## src/verilog/dfchk_pkg.sv

```systemverilog
// Package: constants and types for the disk file check logic
package dfchk_pkg;
  // Clock and timing
  localparam int CLK_MHZ = 25;
  localparam int RESP8_NS = 12000;
  localparam int RESP6_NS = 8800;
  // Longest wait rounds down to whole cycles
  localparam int RESP8_CYC = (RESP8_NS * CLK_MHZ) / 1000;
  localparam int RESP6_CYC = (RESP6_NS * CLK_MHZ) / 1000;
  localparam int TMR_W = 10;
  localparam int STOP_LEAD_CHARS = 11;
  localparam int CHAR_CNT_W = 4;
  // Layout character codes allowed during format operations
  localparam logic [5:0] LAYOUT_CODE_1 = 6'h01;
  localparam logic [5:0] LAYOUT_CODE_4 = 6'h04;
  // Highest legal control order code
  localparam logic [5:0] ORDER_MAX = 6'h0F;
  localparam logic [5:0] ORDER_PREP_VERIFY = 6'h01;
  localparam logic [5:0] ORDER_PREP_FORMAT = 6'h02;
  localparam int FLAG_W = 14;
  localparam logic [FLAG_W-1:0] FLAGS_RESET = 14'h0000;
  // Flag positions in the sense word
  localparam int F_BYTE_CHECK = 0;
  localparam int F_RESP_TIMEOUT = 1;
  localparam int F_VERIFY_MISMATCH = 2;
  localparam int F_LAYOUT_CHAR = 3;
  localparam int F_MISSING_ENTRY = 4;
  localparam int F_ORDER_VIOLATION = 5;
  localparam int F_INVALID_CMD = 6;
  localparam int F_ACCESS_INOP = 7;
  localparam int F_ACCESS_NOT_READY = 8;
  localparam int F_NOT_READY = 9;
  localparam int F_FRAME_FAULT = 10;
  localparam int F_ADAPTER_FAULT = 11;
  localparam int F_RSVD0 = 12;
  localparam int F_RSVD1 = 13;

  typedef enum logic [1:0] {
    DFCHK_OP_IDLE,
    DFCHK_OP_READ,
    DFCHK_OP_WRITE,
    DFCHK_OP_CONTROL
  } dfchk_op_type;
endpackage

```

## src/verilog/dfchk_resp_if.sv

```systemverilog
// Interface: service request timing between check top and response timer
`timescale 1ns/100ps
`default_nettype none
interface dfchk_resp_if;
  logic req_start;
  logic resp;
  logic eight_bit;
  logic timeout;
  modport top (output req_start, output resp, output eight_bit, input timeout);
  modport tmr (input req_start, input resp, input eight_bit, output timeout);
endinterface
`default_nettype wire

```

## src/verilog/dfchk_resp_timer.sv

```systemverilog
// Response timer: flags a late service response
`timescale 1ns/100ps
`default_nettype none
module dfchk_resp_timer
  import dfchk_pkg::*;
(
  input wire logic i_clk, // System clock
  input wire logic i_rst, // Async reset
  dfchk_resp_if.tmr bus // Request and response events
);
  import dfchk_pkg::*;

  localparam logic [TMR_W-1:0] LIM8 = TMR_W'(RESP8_CYC);
  localparam logic [TMR_W-1:0] LIM6 = TMR_W'(RESP6_CYC);

  if (RESP8_CYC >= (1 << TMR_W) || RESP6_CYC < 1) begin : g_bad_width
    $error("dfchk_resp_timer: timer width too small");
  end

  logic busy_q;
  logic [TMR_W-1:0] cnt_q;
  logic [TMR_W-1:0] lim;

  assign lim = bus.eight_bit ? LIM8 : LIM6;

  always_ff @(posedge i_clk or posedge i_rst) begin
    if (i_rst) begin
      busy_q <= 1'b0;
      cnt_q <= '0;
    end else if (bus.req_start) begin
      busy_q <= 1'b1;
      cnt_q <= '0;
    end else if (bus.resp || bus.timeout) begin
      busy_q <= 1'b0;
    end else if (busy_q) begin
      cnt_q <= cnt_q + 1'b1;
    end
  end

  // Expires one pulse when the wait passes the mode limit
  assign bus.timeout = busy_q && !bus.resp && (cnt_q >= lim); // RL3 RL4
endmodule
`default_nettype wire

```

## src/verilog/dfchk_format_mon.sv

```systemverilog
// Format monitor: layout character and stop-before-index checks
`timescale 1ns/100ps
`default_nettype none
module dfchk_format_mon
  import dfchk_pkg::*;
(
  input wire logic i_clk, // System clock
  input wire logic i_rst, // Async reset
  input wire logic i_active, // Format write or verify running
  input wire logic i_char_valid, // Character strobe
  input wire logic [5:0] i_char, // Received character
  input wire logic i_stop, // Stop from host
  input wire logic i_early_index, // Early index from disk
  output logic o_error // One-cycle layout error
);
  import dfchk_pkg::*;

  // Characters seen since the last stop
  logic [CHAR_CNT_W-1:0] since_stop_q;
  logic stopped_q;
  logic bad_char;
  logic late_stop;

  always_ff @(posedge i_clk or posedge i_rst) begin
    if (i_rst) begin
      stopped_q <= 1'b0;
    end else if (!i_active) begin
      stopped_q <= 1'b0;
    end else if (i_stop) begin
      stopped_q <= 1'b1;
    end
  end

  always_ff @(posedge i_clk or posedge i_rst) begin
    if (i_rst) begin
      since_stop_q <= '0;
    end else if (!i_active || i_stop) begin
      since_stop_q <= '0;
    end else if (i_char_valid && stopped_q && since_stop_q != '1) begin
      since_stop_q <= since_stop_q + 1'b1;
    end
  end

  assign bad_char = i_active && i_char_valid && !i_stop &&
                    !stopped_q && (i_char < LAYOUT_CODE_1 || i_char > LAYOUT_CODE_4); // RL6
  // Stop must lead the early index by the full character count
  assign late_stop = i_active && i_early_index &&
                     (!stopped_q || 32'(since_stop_q) < STOP_LEAD_CHARS); // RL7

  always_ff @(posedge i_clk or posedge i_rst) begin
    if (i_rst) begin
      o_error <= 1'b0;
    end else begin
      o_error <= bad_char || late_stop;
    end
  end
endmodule
`default_nettype wire

```

## src/verilog/dfchk_top.sv

```systemverilog
// Top: error detection and sense flags of the disk file controller
// Operation
// RL1: Host byte with even count of ones sets the byte check error.
// RL2: Regenerated check characters mismatching while reading sets byte check error (code checks during writes too).
// RL3: Eight-bit mode: no service response within 12 us sets timeout flag.
// RL4: Six-bit mode: no service response within 8.8 us sets timeout flag.
// RL5: Write-verify data compare mismatch sets the verify mismatch flag.
// RL6: Format operation character outside codes 1 to 4 sets layout error (code checks only characters before the stop).
// RL7: Stop not sent 11 characters before early index sets layout error.
// RL8: Address of previous control order not found sets missing entry flag.
// RL9: Write without prior prepare-verify or prepare-format order sets order violation.
// RL10: Read without prior prepare-verify order sets order violation.
// RL11: Illegal control order code sets the invalid command flag.
// RL12: No access-operative answer from addressed arm unit sets access inoperative.
// RL13: Addressed access still seeking sets access not ready.
// RL14: Header operation with header enable off sets not-ready, op suppressed.
// RL15: Any check raises unusual end to host and latches its flag.
// RL16: Writing with monitor on and read safety asserted sets frame fault.
// RL17: Reading with monitor on and write safety asserted sets frame fault.
// RL18: Monitor on before any safety line sets frame fault; correct lines do not.
// RL19: Access-operative line failing before or after selection sets frame fault (code checks only during selection and the cycle after).
// RL20: Ready line failing before arm unit selection sets frame fault.
// RL21: Amplifier, driver failure or skew abort of write sets frame fault.
// RL22: Gap tolerance or compare, generator, skew, timing failure sets adapter fault (code checks gap tolerance only during a format verify).
// RL23: End response clears command triggers, end and unusual end.
// RL24: Flags stay latched until next command or system reset.
`timescale 1ns/100ps
`default_nettype none
module dfchk_top
  import dfchk_pkg::*;
(
  input wire logic i_clk, // 25 MHz clock
  input wire logic i_rst, // Async reset, high
  input wire logic i_sys_reset, // System reset line from host
  input wire logic i_read_cmd, // Read command pulse
  input wire logic i_write_cmd, // Write command pulse
  input wire logic i_control_cmd, // Control command pulse
  input wire logic i_sense_cmd, // Sense command pulse
  input wire logic i_end_response, // End response from host
  input wire logic i_byte_valid, // Host byte strobe
  input wire logic [7:0] i_byte, // Host byte data
  input wire logic i_byte_parity, // Host byte parity bit
  input wire logic i_order_valid, // Control order code strobe
  input wire logic [5:0] i_order_code, // Control order code
  input wire logic i_eight_bit, // Eight-bit transfer mode
  input wire logic i_svc_req, // Service request issued
  input wire logic i_svc_resp, // Service response received
  input wire logic i_format_op, // Format write or verify running
  input wire logic i_verify_op, // Write-verify operation running
  input wire logic i_header_op, // Track header operation attempted
  input wire logic i_header_enable, // Operator header-enable switch
  input wire logic i_stop, // Stop from host
  input wire logic i_early_index, // Early index from disk
  input wire logic i_check_char_fail, // Regenerated check chars differ
  input wire logic i_compare_fail, // Verify data differs
  input wire logic i_addr_not_found, // Track search ended without match
  input wire logic i_arm_select, // Arm control unit selected
  input wire logic i_arm_timeout, // No access-operative answer in time
  input wire logic i_seeking, // Access still moving
  input wire logic i_monitor, // Monitor trigger
  input wire logic i_read_safety, // Read safety from disk
  input wire logic i_write_safety, // Write safety from disk
  input wire logic i_access_ready, // Ready line from disk
  input wire logic i_access_operative, // Access-operative line
  input wire logic i_amp_fail, // Read amplifier or write driver failure
  input wire logic i_skew_abort, // Skew detector aborted a write
  input wire logic i_gap_tol_fail, // Gap detection out of tolerance
  input wire logic i_circuit_fail, // Compare, generator, skew or ring failure
  output logic [FLAG_W-1:0] o_sense_flags, // Latched check flags
  output logic o_unusual_end, // Unusual end to host
  output logic o_not_ready, // Not-ready condition
  output logic o_header_go, // Header operation allowed
  output dfchk_op_type o_op // Active command trigger
);
  import dfchk_pkg::*;

  // ************************************************
  // Command triggers
  // ************************************************
  dfchk_op_type op_q;
  logic sense_q;
  logic new_cmd;
  logic prep_verify_q;
  logic prep_format_q;

  assign new_cmd = i_read_cmd || i_write_cmd || i_control_cmd || i_sense_cmd;

  always_ff @(posedge i_clk or posedge i_rst) begin
    if (i_rst) begin
      op_q <= DFCHK_OP_IDLE;
      sense_q <= 1'b0;
    end else if (i_sys_reset || i_end_response) begin
      op_q <= DFCHK_OP_IDLE; // RL23
      sense_q <= 1'b0; // RL23
    end else if (new_cmd) begin
      sense_q <= i_sense_cmd;
      case (1'b1)
        i_read_cmd: op_q <= DFCHK_OP_READ;
        i_write_cmd: op_q <= DFCHK_OP_WRITE;
        i_control_cmd: op_q <= DFCHK_OP_CONTROL;
        default: op_q <= DFCHK_OP_IDLE;
      endcase
    end
  end

  assign o_op = op_q;

  function automatic logic order_legal(input logic [5:0] code);
    order_legal = (code <= ORDER_MAX);
  endfunction

  // Prepare orders are remembered until consumed by the data command, replaced by the next legal order or cleared by system reset
  always_ff @(posedge i_clk or posedge i_rst) begin
    if (i_rst) begin
      prep_verify_q <= 1'b0;
      prep_format_q <= 1'b0;
    end else if (i_sys_reset) begin
      prep_verify_q <= 1'b0;
      prep_format_q <= 1'b0;
    end else if (i_order_valid && order_legal(i_order_code)) begin
      prep_verify_q <= (i_order_code == ORDER_PREP_VERIFY);
      prep_format_q <= (i_order_code == ORDER_PREP_FORMAT);
    end else if (i_read_cmd || i_write_cmd) begin
      prep_verify_q <= 1'b0;
      prep_format_q <= 1'b0;
    end
  end

  // ************************************************
  // Sub-checks
  // ************************************************
  dfchk_resp_if resp_bus ();
  logic resp_timeout;
  logic layout_err;
  logic data_phase;

  assign data_phase = (op_q == DFCHK_OP_READ) || (op_q == DFCHK_OP_WRITE);
  assign resp_bus.req_start = i_svc_req && data_phase;
  assign resp_bus.resp = i_svc_resp;
  assign resp_bus.eight_bit = i_eight_bit;
  assign resp_timeout = resp_bus.timeout;

  dfchk_resp_timer u_resp_timer (
    .i_clk(i_clk),
    .i_rst(i_rst),
    .bus(resp_bus)
  );

  dfchk_format_mon u_format_mon (
    .i_clk(i_clk),
    .i_rst(i_rst),
    .i_active(i_format_op),
    .i_char_valid(i_byte_valid),
    .i_char(i_byte[5:0]),
    .i_stop(i_stop),
    .i_early_index(i_early_index),
    .o_error(layout_err)
  );

  // ************************************************
  // Disk line checks
  // ************************************************
  logic sel_q;
  logic mon_q;
  logic frame_fault;
  logic safety_wrong;
  logic safety_missing;

  always_ff @(posedge i_clk or posedge i_rst) begin
    if (i_rst) begin
      sel_q <= 1'b0;
      mon_q <= 1'b0;
    end else begin
      sel_q <= i_arm_select;
      mon_q <= i_monitor;
    end
  end

  // Wrong safety line for the direction of transfer
  assign safety_wrong = i_monitor &&
    (((op_q == DFCHK_OP_WRITE) && i_read_safety) || // RL16
     ((op_q == DFCHK_OP_READ) && i_write_safety)); // RL17
  // Monitor turning on before either safety line is up
  assign safety_missing = i_monitor && !mon_q && data_phase &&
                          !i_read_safety && !i_write_safety; // RL18

  // Disk lines other than amplifier failure are watched only while a command is active
  assign frame_fault = safety_wrong || safety_missing ||
    ((op_q != DFCHK_OP_IDLE) && !i_access_operative &&
     (i_arm_select || sel_q)) || // RL19
    ((op_q != DFCHK_OP_IDLE) && !i_arm_select && !i_access_ready) || // RL20
    i_amp_fail || (i_skew_abort && op_q == DFCHK_OP_WRITE); // RL21

  // ************************************************
  // Event collection
  // ************************************************
  logic [FLAG_W-1:0] events;
  logic [FLAG_W-1:0] flags_q;
  logic header_block;

  assign header_block = i_header_op && !i_header_enable; // RL14
  assign o_header_go = i_header_op && i_header_enable;

  always_comb begin
    events = '0;
    events[F_BYTE_CHECK] = (i_byte_valid && !(^{i_byte, i_byte_parity})) || // RL1
                           (data_phase && i_check_char_fail); // RL2
    events[F_RESP_TIMEOUT] = resp_timeout; // RL3 RL4
    events[F_VERIFY_MISMATCH] = i_verify_op && i_compare_fail; // RL5
    events[F_LAYOUT_CHAR] = layout_err; // RL6 RL7
    events[F_MISSING_ENTRY] = i_addr_not_found; // RL8
    events[F_ORDER_VIOLATION] = (i_write_cmd && !prep_verify_q && !prep_format_q) || // RL9
                                (i_read_cmd && !prep_verify_q); // RL10
    events[F_INVALID_CMD] = i_order_valid && !order_legal(i_order_code); // RL11
    events[F_ACCESS_INOP] = i_arm_select && i_arm_timeout; // RL12
    events[F_ACCESS_NOT_READY] = i_arm_select && i_seeking; // RL13
    events[F_NOT_READY] = header_block; // RL14
    events[F_FRAME_FAULT] = frame_fault;
    events[F_ADAPTER_FAULT] = (i_format_op && i_verify_op && i_gap_tol_fail) ||
                              i_circuit_fail; // RL22
  end

  // A new command other than sense clears the latch; an event in the same cycle still sets
  always_ff @(posedge i_clk or posedge i_rst) begin
    if (i_rst) begin
      flags_q <= FLAGS_RESET;
    end else if (i_sys_reset) begin
      // Set wins, in step with the unusual end line
      flags_q <= FLAGS_RESET | events; // RL24
    end else if (new_cmd && !i_sense_cmd) begin
      flags_q <= events; // RL24
    end else begin
      flags_q <= flags_q | events; // RL15
    end
  end

  assign o_sense_flags = flags_q;
  assign o_not_ready = flags_q[F_NOT_READY];

  // ************************************************
  // Unusual end
  // ************************************************
  always_ff @(posedge i_clk or posedge i_rst) begin
    if (i_rst) begin
      o_unusual_end <= 1'b0;
    end else if (|events) begin
      o_unusual_end <= 1'b1; // RL15
    end else if (i_sys_reset || i_end_response) begin
      o_unusual_end <= 1'b0; // RL23
    end
  end
endmodule
`default_nettype wire

```

## config.mk

```make
export PLATFORM = sky130hd
export DESIGN_NAME = dfchk_top
export DESIGN_NICKNAME = d
export VERILOG_FILES = /design/src/verilog/dfchk_pkg.sv /design/src/verilog/dfchk_resp_if.sv /design/src/verilog/dfchk_resp_timer.sv /design/src/verilog/dfchk_format_mon.sv /design/src/verilog/dfchk_top.sv
export SDC_FILE = /design/constraint.sdc
export NUM_CORES = 1
export LEC_CHECK = 0
export BUFFER_PORTS_ARGS = -buffer_cell sky130_fd_sc_hd__buf_2
export CORE_MARGIN = 4
export CORE_UTILIZATION = 54
export CTS_CLUSTER_SIZE = 20
export DETAILED_ROUTE_END_ITERATION = 6
export GPL_ROUTABILITY_DRIVEN = 0
export GPL_TIMING_DRIVEN = 0
export PLACE_DENSITY = 0.85
export SKIP_LAST_GASP = 1
export SYNTH_ARGS = -nofsm -noshare
export SYNTH_HDL_FRONTEND = slang
export SYNTH_SLANG_ARGS = --single-unit
```

## constraint.sdc

```tcl
create_clock -name i_clk -period 2.87 [get_ports i_clk]
set_input_delay 0 -clock i_clk [delete_from_list [all_inputs] [get_ports i_clk]]
set_output_delay 0 -clock i_clk [all_outputs]
set_load 0.05 [all_outputs]
```

==> flow_metrics.py <==
metrics = {
    "run_status": {
        "status": "complete, no violations",
    },
    "power_and_ir_drop": {
        "p_per_area_mw_per_mm2": 489,
        "p_sw_share_pct": 30.2,
        "ir_drop_mv": 0.378,
        "p_switching_mw": 0.399,
        "seqPwrFrac_pct": 44.0,
        "pwr-share-comb_pct": 22.7,
        "p_int_mw": 0.923,
        "leakage_nw": 1.31,
        "clock_power_share_pct": 33.3,
        "fin_total_pwr_mw": 1.32,
    },
    "global_routing": {
        "grt_pass1_wl_mm": 8.18,
        "grt_remaining_overflow": 0,
        "first_global_vias": 1840,
        "antenna_found_initial": 0,
        "track_usage_pct": 23.4,
        "grt_max_degree": 37,
    },
    "route": {
        "routed_wl_mm": 4.90,
        "drc": 0,
        "viasPerCell": 5.45,
        "ant_nets": 0,
        "wl_per_cell_um": 14.6,
        "first_iter_violations": 112,
        "firstDrtPassIters": 5,
        "vias": 1827,
    },
    "synthesis": {
        "ys.warnings.count": 0,
        "synth_cell_types": 50,
        "yosys.area.top_type": "dfrtp_1",
        "ys.flop_type": "dfrtp_1",
        "ys_ff_latch": 36,
        "synthCells": 195,
        "synth_seq_area_share_pct": 44.9,
        "ys_top_cells_by_area": "dfrtp_1 (45%), ha_1 (6.9%), xnor2_1 (6.5%), nor4_2 (4.4%), nor2_1 (4.3%)",
        "syn-mean-instance-area_um2": 10.3,
        "synth-edff-count": 0,
        "async_flop_share_pct": 100,
        "synth_top_area_share_pct": 44.9,
        "syn_area_mm2": 0.00201,
    },
    "cts": {
        "cts_max_level": 2,
        "cts_sinks": 36,
        "clk_pin_slew_ns": 0.07,
        "cts_root_buf": "clkbuf_8",
        "cts_buffer_depth": 2,
        "tritoncts": "done",
        "clk_latency_ns": 0.29,
        "cts-resized-gates": 0,
        "numCtsBuffers": 5,
    },
    "worst_setup_path": {
        "crit_fanout": 9,
        "cp-startpoint": "u_resp_timer.cnt_q[7]",
        "start_kind": "flip-flop",
        "crit_type": "reg2reg",
        "required_ns": 3.03,
        "r2r-start": "u_resp_timer.cnt_q[7]",
        "cp-end-kind": "flip-flop",
        "crit_arrival_ns": 2.18,
    },
    "sta": {
        "finalMaxSlewViolations": 0,
        "hold_viol": 0,
        "fin_crit_sh_pct": 70.5,
        "timing.slew.headroom_pct": 50.7,
        "setup_violations": 0,
        "worst_pin_slew_ns": 0.738,
        "hold_ws_ns": 0.0114,
        "grt_setup_unrepaired": "no",
        "finalClockSkew_ns": 0.00453,
        "fmax_mhz": 494,
        "post-route-min-period_ns": 2.02,
        "fin_setup_tns_ns": 0,
    },
    "placement": {
        "port_buffers": 65,
        "hpwl_mm": 3.51,
        "dp_cells": 307,
    },
    "die": {
        "rows": 21,
        "initial_utilization_pct": 57.9,
        "die_w_um": 69.0,
        "dieArea_mm2": 0.00476,
        "core_area_mm2": 0.00347,
        "ios": 68,
        "die_h_um": 69.0,
    },
    "min_path": {
        "hold_class": "in2reg",
        "min-delay-start": "i_order_code[4]",
    },
    "finish": {
        "drive_above_1_share_pct": 31.1,
        "nets": 348,
        "antenna_cells": 0,
        "area_growth_syn_to_layout_pct": 34.6,
        "fillers": 241,
        "stdcell_count": 335,
    },
    "flow_run": {
        "maxCapViolCount": 0,
    },
}
## power groups by stage
stage          Sequential, mW  Combinational [mW]  Clock [mW]
3_5_place_dp            0.591               0.277           0
6_report                0.582               0.300       0.440
5_1_grt                 0.587               0.328       0.469
3_3_place_gp            0.591               0.271           0
4_1_cts                 0.582               0.298       0.451
2_1_floorplan           0.644               0.131           0
## metrics by stage
| stage | utilization, % | setup WS (ns) | cell area [um^2] |
|---|---|---|---|
| floorplan | - | 0.793 | 2010 |
| global placement | 69.0 | 0.895 | 2390 |
| detailed placement | 69.0 | 0.859 | 2390 |
| CTS | 77.6 | 0.832 | 2690 |
| global route | 77.9 | 0.724 | 2700 |
| finish | 77.9 | 0.846 | 2700 |
## layout by cell type, fill, tap and decap left out, types with 6 or more instances in the layout
cell type,count
ha_1,11
xnor2_1,15
inv_1,11
buf_2,66
nand2_1,15
a21o_1,6
nor4_2,7
nor2_1,23
nand3_1,7
dfrtp_1,36
dlygate4sd3_1,20
## critical path, stage by stage (launching register included)
cell	delay (ns)
dfrtp_1	0.43
ha_1	0.31
a21o_1	0.19
a211o_1	0.30
buf_6	0.15
nor4_2	0.31
xnor2_1	0.15
nor2_1	0.05
## final timing paths
| check | slack [ns] | end | cells past startpoint |
|---|---|---|---|
| setup / recovery | 0.85 | u_resp_timer.cnt_q[6] | 7 |
| hold / removal | 0.01 | o_sense_flags[6] | 3 |
| setup reg to reg | 0.85 | u_resp_timer.cnt_q[6] | 7 |
| hold reg to reg | 0.47 | o_sense_flags[0] | 2 |
| max in group asynchronous | 2.02 | o_sense_flags[8] | 3 |
| min in group asynchronous | 0.38 | u_resp_timer.cnt_q[7] | 3 |
## kinds of logic (layout without fill, tap and decap cells)
family / after synthesis / after routing / synth area share [%]
other: 1 / 2 / 0.187
adder cells (fa/ha/maj): 11 / 11 / 6.86
AO/OA/AOI/OAI: 34 / 34 / 13.0
flip-flops: 36 / 36 / 44.9
XOR/XNOR: 18 / 18 / 8.54
multiplexers: 2 / 2 / 0.998
AND/OR/NAND/NOR: 75 / 75 / 21.2
buffers and inverters: 18 / 111 / 4.36
## final cells by class
type	instances	area (um^2)	share of cell area, %
Timing Repair Buffer	85	526	19.5
Clock inverter	2	35.0	1.30
Inverter	12	45.0	1.67
Buffer	6	42.5	1.57
Multi-Input combinational cell	142	1020	37.8
Sequential cell	36	901	33.3
Clock buffer	6	72.6	2.69
Tap cell	46	57.6	2.13
## state kept, by name, indices dropped and copies added (netlist names)
register	cells
mon_q	1
o_op	2
o_sense_flags	12
o_unusual_end	1
prep_format_q	1
prep_verify_q	1
sel_q	1
u_format_mon.o_error	1
u_format_mon.since_stop_q	4
u_format_mon.stopped_q	1
u_resp_timer.busy_q	1
u_resp_timer.cnt_q	10
## synth_stat cells (all sizes together), types with 2 or more instances
cell    instances
nand3           7
a32o            2
o21ai           3
a211oi          2
nand2b          3
nor4           10
nor2           23
a21o            6
or2             2
dfrtp          36
nor2b           2
nand4           4
and2            2
buf             5
a21oi           6
xor2            2
xnor2          15
ha             11
a22o            3
nand2          15
nor3            3
inv            12
mux2i           2
## per-layer routing
layer  GRT usage [%]  part of all wire (%)
met1            27.6                    43
met2            41.9                    49
met3            5.02                   5.9
met4            7.54                   1.9
met5               0                     0
## timing repair
item	4_1_cts	5_1_grt
hold buffers	19	1
setup buffers	0	0
hold endpoints to repair	15	36
(Power assumes the default switching activity.)
